--- config.mk ---
export PLATFORM = sky130hd
export DESIGN_NAME = sfs_sequencer
export DESIGN_NICKNAME = d
export VERILOG_FILES = /design/src/hw/sfs_sequencer.v
export VERILOG_INCLUDE_DIRS = /design/src /design/src/hw
export SDC_FILE = /design/constraint.sdc
export NUM_CORES = 1
export LEC_CHECK = 0
export BUFFER_PORTS_ARGS = -buffer_cell sky130_fd_sc_hd__buf_4
export CORE_ASPECT_RATIO = 0.75
export CORE_MARGIN = 1.5
export CORE_UTILIZATION = 35
export CTS_CLUSTER_DIAMETER = 40
export CTS_CLUSTER_SIZE = 16
export DETAILED_ROUTE_END_ITERATION = 16
export GPL_TIMING_DRIVEN = 0
export SYNTH_ARGS = -nofsm -noshare
export SYNTH_HDL_FRONTEND = slang
export SYNTH_SLANG_ARGS = --single-unit
--- constraint.sdc ---
create_clock -name clk -period 4.5 [get_ports clk]
set_input_delay 0.675 -clock clk [delete_from_list [all_inputs] [get_ports clk]]
set_output_delay 0.675 -clock clk [all_outputs]
set_load 0.03 [all_outputs]
--- src/hw/sfs_map.vh ---
// constants for the soft-start and fault sequencer
`ifndef SFS_MAP_VH
`define SFS_MAP_VH
`define SFS_RAMP_GND          12'h800
`define SFS_RAMP_FLOAT        12'h400
`define SFS_RAMP_RAIL         12'h200
`define SFS_SEL_GND           2'h0
`define SFS_SEL_FLOAT         2'h1
`define SFS_SEL_RAIL          2'h2
`define SFS_FAULT_LIMIT       3'h7
`define SFS_HICCUP_MULT       7
`define SFS_HICCUP_GND        15'h3800
`define SFS_HICCUP_FLOAT      15'h1C00
`define SFS_HICCUP_RAIL       15'h0E00
`define SFS_LS_WIDEN_CYCLES   6'h20
`define SFS_DAC_W             12
`define SFS_PWM_W             8
`define SFS_DEAD_MAX          4'hF
`define SFS_REF_MV            591
`define SFS_RAMP_MV           1000
`define SFS_RAIL_MV           4300
`define SFS_HYST_NA           5200
`define SFS_LOCKOUT_MV        1260
`define SFS_REG_WR_ADDR       4'h0
`define SFS_REG_CTRL          4'h0
`define SFS_REG_STATUS        4'h1
`define SFS_REG_FAULTCNT      4'h2
`endif

--- src/hw/sfs_sequencer.v ---
// soft-start, pre-bias, overcurrent hiccup and gate sequencing core
`timescale 1ns/100ps
`default_nettype none
`include "sfs_map.vh"

module sfs_sequencer #(
  parameter DAC_W = `SFS_DAC_W,
  parameter PWM_W = `SFS_PWM_W
) (
  input  wire               clk,
  input  wire               rst_b,
  input  wire               enable_pin,
  input  wire               rail_above_min,
  input  wire               lockout_sense_pin,
  input  wire [1:0]         ramp_sel,
  input  wire [DAC_W-1:0]   ramp_ref_code,
  input  wire [DAC_W-1:0]   feedback_code,
  input  wire [PWM_W-1:0]   duty_code,
  input  wire               high_oc,
  input  wire               low_oc,
  input  wire               switch_node_low,
  input  wire               high_gate_sense,
  input  wire               low_gate_sense,
  input  wire [3:0]         reg_addr,
  input  wire [7:0]         reg_wdata,
  input  wire               reg_wr,
  input  wire               reg_rd,
  output reg  [7:0]         reg_rdata,
  output reg                high_gate_drive,
  output reg                low_gate_drive,
  output reg                rail_regulator_on,
  output reg                hyst_source_on,
  output reg  [DAC_W-1:0]   ss_dac_code,
  output reg                ss_active,
  output reg                fault_active
);

  // one-hot sequencer states
  localparam ST_OFF    = 4'b0001;
  localparam ST_RAMP   = 4'b0010;
  localparam ST_RUN    = 4'b0100;
  localparam ST_HICCUP = 4'b1000;

  // pin inputs cross into the clock domain through three stages
  wire en_q_r;
  wire rail_q_r;
  wire lock_q_r;
  wire hoc_q_r;
  wire loc_q_r;

  sfs_pin_sync u_en_sync (
    .clk   (clk),
    .rst_b (rst_b),
    .pin   (enable_pin),
    .q_r   (en_q_r)
  );

  sfs_pin_sync u_rail_sync (
    .clk   (clk),
    .rst_b (rst_b),
    .pin   (rail_above_min),
    .q_r   (rail_q_r)
  );

  sfs_pin_sync u_lock_sync (
    .clk   (clk),
    .rst_b (rst_b),
    .pin   (lockout_sense_pin),
    .q_r   (lock_q_r)
  );

  sfs_pin_sync u_hoc_sync (
    .clk   (clk),
    .rst_b (rst_b),
    .pin   (high_oc),
    .q_r   (hoc_q_r)
  );

  sfs_pin_sync u_loc_sync (
    .clk   (clk),
    .rst_b (rst_b),
    .pin   (low_oc),
    .q_r   (loc_q_r)
  );

  // software override register: bit0 forces the sequencer off, the rail regulator still follows the enable pin
  reg soft_off_r;
  always @(posedge clk or negedge rst_b) begin
    if (!rst_b)
      soft_off_r <= 1'b0;
    else if (reg_wr && reg_addr == `SFS_REG_CTRL)
      soft_off_r <= reg_wdata[0];
  end

  wire enabled = en_q_r & ~soft_off_r;
  wire start_ok = rail_q_r & lock_q_r;

  // ramp length from select pin
  reg [DAC_W-1:0] ramp_len;
  reg [DAC_W+2:0] hiccup_len;
  always @* begin
    case (ramp_sel)
      `SFS_SEL_GND: begin
        ramp_len   = `SFS_RAMP_GND;
        hiccup_len = `SFS_HICCUP_GND;
      end
      `SFS_SEL_FLOAT: begin
        ramp_len   = `SFS_RAMP_FLOAT;
        hiccup_len = `SFS_HICCUP_FLOAT;
      end
      `SFS_SEL_RAIL: begin
        ramp_len   = `SFS_RAMP_RAIL;
        hiccup_len = `SFS_HICCUP_RAIL;
      end
      default: begin
        ramp_len   = `SFS_RAMP_FLOAT;
        hiccup_len = `SFS_HICCUP_FLOAT;
      end
    endcase
  end

  // pwm cycle timebase
  reg [PWM_W-1:0] phase_r;
  wire cycle_end = (phase_r == {PWM_W{1'b1}});

  reg [3:0]       state_r;
  reg [3:0]       state_nxt;
  reg [DAC_W-1:0] ramp_cnt_r;
  reg [DAC_W+2:0] off_cnt_r;
  reg [2:0]       fault_cnt_r;
  reg [5:0]       widen_r;
  reg             rect_on_r;
  reg             cyc_oc_r;
  reg             hs_cut_r;

  // dac code is the ramp count itself: one code step per clock, up to ramp_len
  wire [DAC_W-1:0] dac_now = ramp_cnt_r;
  wire ss_done = (dac_now > ramp_ref_code) || (ramp_cnt_r == ramp_len);

  always @* begin
    state_nxt = state_r;
    case (state_r)
      ST_OFF:    if (enabled && start_ok) state_nxt = ST_RAMP;
      ST_RAMP:   if (fault_cnt_r == `SFS_FAULT_LIMIT) state_nxt = ST_HICCUP;
                 else if (ss_done) state_nxt = ST_RUN;
      ST_RUN:    if (fault_cnt_r == `SFS_FAULT_LIMIT) state_nxt = ST_HICCUP;
      ST_HICCUP: if (off_cnt_r == hiccup_len) state_nxt = ST_OFF;
      default:   state_nxt = ST_OFF;
    endcase
    // losing enable or a qualifier always returns to off
    if (!enabled || !start_ok)
      state_nxt = ST_OFF;
  end

  // timebase and fault counter only run while switching
  wire switching = (state_r == ST_RAMP) || (state_r == ST_RUN);

  always @(posedge clk or negedge rst_b) begin
    if (!rst_b) begin
      state_r     <= ST_OFF;
      phase_r     <= {PWM_W{1'b0}};
      ramp_cnt_r  <= {DAC_W{1'b0}};
      off_cnt_r   <= {(DAC_W+3){1'b0}};
      fault_cnt_r <= 3'h0;
      widen_r     <= 6'h0;
      rect_on_r   <= 1'b0;
      cyc_oc_r    <= 1'b0;
      hs_cut_r    <= 1'b0;
    end else begin
      state_r <= state_nxt;
      phase_r <= switching ? phase_r + 1'b1 : {PWM_W{1'b0}};
      if (state_r == ST_RAMP && ramp_cnt_r != ramp_len)
        ramp_cnt_r <= ramp_cnt_r + 1'b1;
      else if (state_r == ST_OFF || state_r == ST_HICCUP)
        ramp_cnt_r <= {DAC_W{1'b0}};
      if (state_r == ST_HICCUP)
        off_cnt_r <= off_cnt_r + 1'b1;
      else
        off_cnt_r <= {(DAC_W+3){1'b0}};
      // per-cycle overcurrent bookkeeping
      // counter holds at seven and at zero
      if (!switching) begin
        fault_cnt_r <= 3'h0;
        cyc_oc_r    <= 1'b0;
        hs_cut_r    <= 1'b0;
      end else if (cycle_end) begin
        if (cyc_oc_r || hoc_q_r || loc_q_r) begin
          if (fault_cnt_r != `SFS_FAULT_LIMIT)
            fault_cnt_r <= fault_cnt_r + 3'h1;
        end else if (fault_cnt_r != 3'h0) begin
          fault_cnt_r <= fault_cnt_r - 3'h1;
        end
        cyc_oc_r <= 1'b0;
        hs_cut_r <= 1'b0;
      end else begin
        if (hoc_q_r || loc_q_r)
          cyc_oc_r <= 1'b1;
        if (hoc_q_r && high_gate_drive)
          hs_cut_r <= 1'b1;
      end
      // pre-bias: rectification waits until ramp passes feedback or the run state begins
      if (!switching) begin
        rect_on_r <= 1'b0;
        widen_r   <= 6'h0;
      end else begin
        if (dac_now > feedback_code || state_r == ST_RUN)
          rect_on_r <= 1'b1;
        // one step per clock, full window after 32 clocks
        if (rect_on_r && widen_r != `SFS_LS_WIDEN_CYCLES)
          widen_r <= widen_r + 6'h1;
      end
    end
  end

  // low-side window: full (1-D) scaled by widen/32
  wire [PWM_W-1:0] comp_len = ~duty_code;
  wire [PWM_W+5:0] ls_prod  = comp_len * widen_r;
  wire [PWM_W-1:0] ls_len   = ls_prod[PWM_W+4:5];
  wire high_want = switching && !hs_cut_r && !hoc_q_r && (phase_r < duty_code);
  wire low_want  = switching && rect_on_r && (phase_r >= duty_code) &&
                   ((phase_r - duty_code) < ls_len);

  // adaptive dead time: each gate waits for the other gate, the low side also for the switch node
  wire hg_on_q;
  wire lg_on_q;
  wire sw_low_q;

  sfs_pin_sync u_hg_sync (
    .clk   (clk),
    .rst_b (rst_b),
    .pin   (high_gate_sense),
    .q_r   (hg_on_q)
  );

  sfs_pin_sync u_lg_sync (
    .clk   (clk),
    .rst_b (rst_b),
    .pin   (low_gate_sense),
    .q_r   (lg_on_q)
  );

  sfs_pin_sync u_sw_sync (
    .clk   (clk),
    .rst_b (rst_b),
    .pin   (switch_node_low),
    .q_r   (sw_low_q)
  );

  wire hg_off = ~hg_on_q;
  wire lg_off = ~lg_on_q;
  wire sw_low = sw_low_q;

  always @(posedge clk or negedge rst_b) begin
    if (!rst_b) begin
      high_gate_drive   <= 1'b0;
      low_gate_drive    <= 1'b0;
      rail_regulator_on <= 1'b0;
      hyst_source_on    <= 1'b0;
      ss_dac_code       <= {DAC_W{1'b0}};
      ss_active         <= 1'b0;
      fault_active      <= 1'b0;
    end else begin
      // gates drop on the entry edge of the hiccup as well
      if (state_nxt == ST_HICCUP || state_r == ST_HICCUP) begin
        high_gate_drive <= 1'b0;
        low_gate_drive  <= 1'b0;
      end else begin
        high_gate_drive <= high_want && !low_gate_drive && lg_off;
        low_gate_drive  <= low_want && !high_gate_drive && hg_off && sw_low;
      end
      // ss and fault outputs follow the state one clock late, regulator and hysteresis follow the synced pins
      rail_regulator_on <= en_q_r;
      hyst_source_on    <= lock_q_r;
      ss_dac_code       <= (state_r == ST_RUN) ? ramp_ref_code : dac_now;
      ss_active         <= (state_r == ST_RAMP);
      fault_active      <= (state_r == ST_HICCUP);
    end
  end

  // register read port, data one cycle after the strobe
  always @(posedge clk or negedge rst_b) begin
    if (!rst_b)
      reg_rdata <= 8'h00;
    else if (reg_rd) begin
      case (reg_addr)
        `SFS_REG_CTRL:     reg_rdata <= {7'h00, soft_off_r};
        `SFS_REG_STATUS:   reg_rdata <= {state_r, rect_on_r, lock_q_r, rail_q_r, en_q_r};
        `SFS_REG_FAULTCNT: reg_rdata <= {5'h00, fault_cnt_r};
        // unmapped addresses read as zero
        default:           reg_rdata <= 8'h00;
      endcase
    end else
      reg_rdata <= 8'h00;
  end

endmodule

// three-stage pin sampler, output moves once stages two and three agree
module sfs_pin_sync (
  input  wire clk,
  input  wire rst_b,
  input  wire pin,
  output reg  q_r
);

  reg [2:0] s_r;

  always @(posedge clk or negedge rst_b) begin
    if (!rst_b) begin
      s_r <= 3'h0;
      q_r <= 1'b0;
    end else begin
      s_r <= {s_r[1:0], pin};
      // a one-cycle glitch never reaches both compared stages
      if (s_r[1] == s_r[2])
        q_r <= s_r[2];
    end
  end

endmodule
`default_nettype wire

After elaboration in Yosys (flattened, before gate mapping)
Cells that the tools add are included.
{ "classes": {"n_addsub": 7, "n_mul": 1, "magnitude_cmp": 5, "eq_ne": 30, "muxes": 33, "bitwise_logic": 6, "n_reduce_logical": 36} }
{ "op_table": {"columns": ["cell", "n"], "rows": [
  ["$mux W12", 3],
  ["$pmux W14 S2", 1],
  ["$gt A12 B12 Y1", 2],
  ["$mux W4", 6],
  ["$pmux W12 S2", 1],
  ["$pmux W8 S3", 1],
  ["$logic_and A1 B1 Y1", 16],
  ["$lt A8 B8 Y1", 2],
  ["$mux W8", 2],
  ["$pmux W4 S4", 1],
  ["$add A15 B1 Y15 const B", 1],
  ["$eq A15 B15 Y1", 1],
  ["$mux W15", 1],
  ["$mux W3", 5],
  ["$mul A8 B6 Y13", 1],
  ["$add A12 B1 Y12 const B", 1],
  ["$eq A12 B12 Y1", 1],
  ["$mux W6", 2],
  ["$ne A12 B12 Y1", 1],
  ["$mux W1", 10],
  ["$logic_or A1 B1 Y1", 9],
  ["$ne A3 B2 Y1 const B", 3],
  ["$add A8 B1 Y8 const B", 1],
  ["$eq A1 B1 Y1", 8],
  ["26 further kinds", 38]
]} }
{ "word_totals": {"ff_bits": 110, "inputBits": 58, "elab_cells": 152} }

Logic depth before layout (Yosys ltp)
{ "depth": {"depth_word": 11, "depth_mapped": 22, "mapped_depth_nobuf": 22} }

Modules after synthesis
From an unflattened synthesis, not the netlist that was laid out.
{ "unflattened": {"cells_unflattened": 703, "area_unflattened_um2": 7050.5} }
{ "modules_own_cells": {"columns": ["module", "instances", "cells_per_inst", "area_per_inst_um2"], "rows": [
  ["sfs_sequencer", 1, 663, 6159.7],
  ["sfs_pin_sync", 8, 5, 111.4]
]} }

Worst setup path before layout
Ideal clock, no wire load.
{ "synth_timing": {"kind": "input port to flip-flop", "start": "input port duty_code[1]", "end": "register low_gate_drive", "setup_ps": 66, "arrival_time_ps": 4813, "t_required_ps": 4434, "setup_slack_ps": -379, "cell_stages": 20, "path_buffers": 0, "path_cell_list": "inv_1 > nand2_1 > fa_1 > fa_1 > fa_1 > inv_1 > ha_1 > o21a_1 > o21ai_0 > a211oi_1 > a2111oi_2 > nand3_1 > o311a_1 > ha_1 > nor4b_1 > o2111ai_1 > nor3_1 > o21ai_0 > a21oi_1 > o31a_1"} }
{ "synth_via": {"elab_chain_len": 8} }
{ "synth_lines": {"columns": ["element", "line", "source"], "rows": [
  ["from (decl)", "sfs_sequencer.v:18", "input wire [PWM_W-1:0] duty_code,"],
  ["$not A8 Y8", "sfs_sequencer.v:216", "wire [PWM_W-1:0] comp_len = ~duty_code;"],
  ["$mul A8 B6 Y13", "sfs_sequencer.v:217", "wire [PWM_W+5:0] ls_prod = comp_len * widen_r;"],
  ["$lt A8 B8 Y1", "sfs_sequencer.v:221", "((phase_r - duty_code) < ls_len);"],
  ["$logic_and A1 B1 Y1 *", "sfs_sequencer.v:220", "wire low_want = switching && rect_on_r && (phase_r >= duty_code) &&"],
  ["$logic_and A1 B1 Y1 * (3 in a row)", "sfs_sequencer.v:269", "low_gate_drive <= low_want && !high_gate_drive && hg_off && sw_low;"],
  ["$mux W1 *", "sfs_sequencer.v:264", "if (state_nxt == ST_HICCUP || state_r == ST_HICCUP) begin"],
  ["to (signal assigned)", "sfs_sequencer.v:269", null],
  ["to (decl)", "sfs_sequencer.v:30", "output reg low_gate_drive,"]
]} }
Every way passes the cells marked *; elsewhere a longest branch is shown, timed or not.
A chain may end at the register's enable or synchronous reset.

Worst setup path in the final report
{ "layout_timing": {"start": "input port duty_code[4]", "end": "register low_gate_drive"} }
The elaborated chain is that of the path after synthesis.

==> flow_summary.json <==
{
  "status": "finished with violations",
  "violations": "DRC, setup timing",
  "worstPathRequired_ps": 4790,
  "hpwl_mm": 12.1,
  "netlist_area_um2": 7000,
  "grt_max_degree": 64,
  "drive_above_1_share": 0.214,
  "hold_viol_final": 0,
  "htree_levels": 3,
  "vias": 5236,
  "slowest_stage": "fa_1",
  "start_util": 0.359,
  "ys_ff_latch": 110,
  "core-area_um2": 19500,
  "wl_met3_um": 604,
  "synth_area_leader_cell": "dfrtp_1",
  "rsz0062_at_grt": "yes",
  "cts_buffers": 9,
  "p_total_mw": 1.98,
  "utilization": 0.439,
  "io_pins": 84,
  "synth_common_cells": "109 x dfrtp_1, 85 x inv_1, 76 x nor2_1",
  "route.top_layer_used": "met4",
  "fp-row-count": 44,
  "hp-class": "reg -> reg",
  "crit_chain": "buf_4 -> inv_1 -> nand2_1 -> fa_1 -> inv_1 -> fa_1 -> inv_1 -> fa_1 -> inv_2 -> ha_4 -> nand2_1 -> a211oi_2 -> a2111oi_4 -> buf_4 -> o21bai_1 -> xnor2_1 -> ha_1 -> nand2_1 -> o2111ai_2 -> nor3_2 -> o21ai_1 -> a21oi_1 -> o31a_1",
  "cts_tree": "built",
  "max_stage_delay_ps": 540,
  "tightest_slew_ps": 818,
  "root_buffer": "clkbuf_16",
  "overflow": 0,
  "syn_avg_cell_area_um2": 9.84,
  "drv_slew": 0,
  "drt-total-wl_mm": 15.9,
  "fmax_mhz": 215,
  "synth-seq-area-share": 0.394,
  "die_area_um2": 20900,
  "antenna_found_initial": 0,
  "grt_pass1_wl_mm": 26.8,
  "synth_simple_gate_area_share": 0.186,
  "synth-edff-count": 0,
  "stdcell_count": 1074,
  "cts.sinks": 110,
  "finalWeightedCongestion": 0.819,
  "dp_cells": 1041,
  "crit_type": "in -> reg",
  "synthArstFlopShare": 1.00,
  "yosysTopAreaCellShare": 0.390,
  "ant_nets": 0,
  "die_w_um": 166,
  "clk_latency_ps": 350,
  "routedWlPerCell_um": 14.8,
  "synth.most_common_cell": "dfrtp_1",
  "final-seq-area_um2": 2760,
  "synth_nets": 858,
  "clk_transition_reported_paths_ps": 80,
  "syn_inst": 711,
  "clk_path_buf_depth": 2,
  "remaining_drc_errors": 4,
  "synthMuxAreaShare": 0.0261,
  "synth-xor-area-share": 0.0463,
  "num_antenna_cells": 0,
  "fill_cells": 1934,
  "fin_crit_sh": 1.03,
  "setup-violations-final": 1,
  "peakVddDrop_v": 0.000168,
  "nets": 963,
  "postLayoutSetupSlackWorst_ps": -140,
  "multi_input_area_um2": 4050,
  "grt_use_total": 0.160,
  "yosysUniqueCellTypes": 61,
  "grt_pass1_vias": 5236,
  "routedLengthMet1_mm": 8.51,
  "period_minus_slack_ps": 4640,
  "synth_area_leaders": "dfrtp_1 39%, ha_1 11%, fa_1 7.2%, inv_1 4.6%, nor2_1 4.1%",
  "synth_compound_area_frac": 0.0958,
  "setup_tns_ps": -140,
  "viasPerCell": 4.88,
  "p_leak_nw": 4.05,
  "yosys_warnings": 0,
  "drtIter0Drc": 251,
  "synth_top_family_by_area": "adder cells",
  "critPathMaxFanout": 6,
  "drv_cap": 0,
  "setup.worst_path.start_class": "input pin",
  "met2_length_mm": 6.67,
  "syn_to_final_growth_pct": 22.3,
  "synthAdderAreaFrac": 0.197,
  "power_density_nw_per_um2": 231,
  "die_h_um": 125,
  "portBuffers": 76,
  "fin_skew_ps": 8.23,
  "endpoint_kind": "register",
  "arrival_ps": 4930,
  "first_pass_iters": 10,
  "synth_ff_type": "dfrtp_1",
  "slew_headroom": 0.455
}
-- power by group --
group	switching (mW)	internal (mW)	leakage (nW)
clock network	0.389	0.389	0.144
logic	0.0958	0.0747	2.46
registers	0.0188	1.01	1.44
total	0.503	1.48	4.05
-- critical path: cells and delay by family --
kind,cells,cell delay [ps]
fa+ha+maj,5,2130
compound gates,7,1000
buf+inv,6,560
simple gates,4,430
xor+xnor,1,140
-- repair_timing --
action | CTS | global route
hold endpoints to repair | 0 | 0
pin swaps | 22 | 23
buffers inserted | 19 | 2
hold buffers | 0 | 0
resized for setup | 28 | 8
endpoints found under the setup margin | 1 | 1
-- placed cells by master (no fill, tap or decap), types with 10 or more instances in the layout --
| master | count |
|---|---|
| dfrtp_1 | 104 |
| nand3_1 | 21 |
| nor2b_1 | 29 |
| nand4_1 | 17 |
| xor2_1 | 15 |
| a21oi_1 | 28 |
| inv_1 | 77 |
| o21ai_0 | 16 |
| ha_1 | 58 |
| mux2_2 | 10 |
| xnor2_1 | 21 |
| buf_4 | 94 |
| nor2_1 | 73 |
| nand2_1 | 46 |
| fa_1 | 25 |
-- layer usage --
layer | track usage | vias up
met3 | 0.0313 | 8
met4 | 0.0310 | 0
li1 | - | 2625
met5 | 0 | -
met1 | 0.250 | 2520
met2 | 0.228 | 83
-- per-stage QoR --
step	cell area [µm²]	hold WS (ps)	setup slack, ps
final	8560	352	-140
after global placement	7980	331	-507
after CTS	8500	353	-180
after floorplan	7090	331	25.8
after detailed placement	8010	335	-605
after global routing	8560	370	-337
-- final timing paths --
path                                         startpoint  cells past startpoint                           end  slack [ps]
min                        u_rail_sync.s_r[0]$_DFF_PN0_                      0  u_rail_sync.s_r[1]$_DFF_PN0_         350
max                                        duty_code[4]                     23      low_gate_drive$_DFF_PN0_        -140
min in group asynchronous                         rst_b                      1  u_lock_sync.s_r[0]$_DFF_PN0_         410
max reg2reg                      widen_r[5]$_DFFE_PN0P_                     21      low_gate_drive$_DFF_PN0_        -140
min reg2reg                u_rail_sync.s_r[0]$_DFF_PN0_                      0  u_rail_sync.s_r[1]$_DFF_PN0_         350
max in group asynchronous                         rst_b                      2    u_sw_sync.s_r[2]$_DFF_PN0_        3340
-- final cells by class --
class / count / area share
multi-input cells: 503 / 0.473
repair buffers: 98 / 0.0896
well taps: 253 / 0.0370
plain buffers: 8 / 0.00526
flip-flops and latches: 110 / 0.322
clock buffers: 9 / 0.0263
clock inverters: 7 / 0.00760
inverters: 86 / 0.0389
-- state kept, by name (all words and copies together), names as in the netlist, 3 cells and up --
register and count:
phase_r 8, state_r 4, u_hg_sync.s_r 3, ss_dac_code 12, dac_now 12, u_lock_sync.s_r 3
off_cnt_r 15, u_rail_sync.s_r 3, widen_r 6, u_sw_sync.s_r 3, u_loc_sync.s_r 3, u_lg_sync.s_r 3
u_en_sync.s_r 3, fault_cnt_r 3, reg_rdata 8, u_hoc_sync.s_r 3
-- logic make-up after synthesis --
family	Yosys count
AND/OR/NAND/NOR	253
multiplexers	17
buffers and inverters	98
flip-flops	110
XOR/XNOR	37
adder cells (fa/ha/maj)	97
AO/OA/AOI/OAI	99
Note: power is estimated with default switching activity, not from simulation.
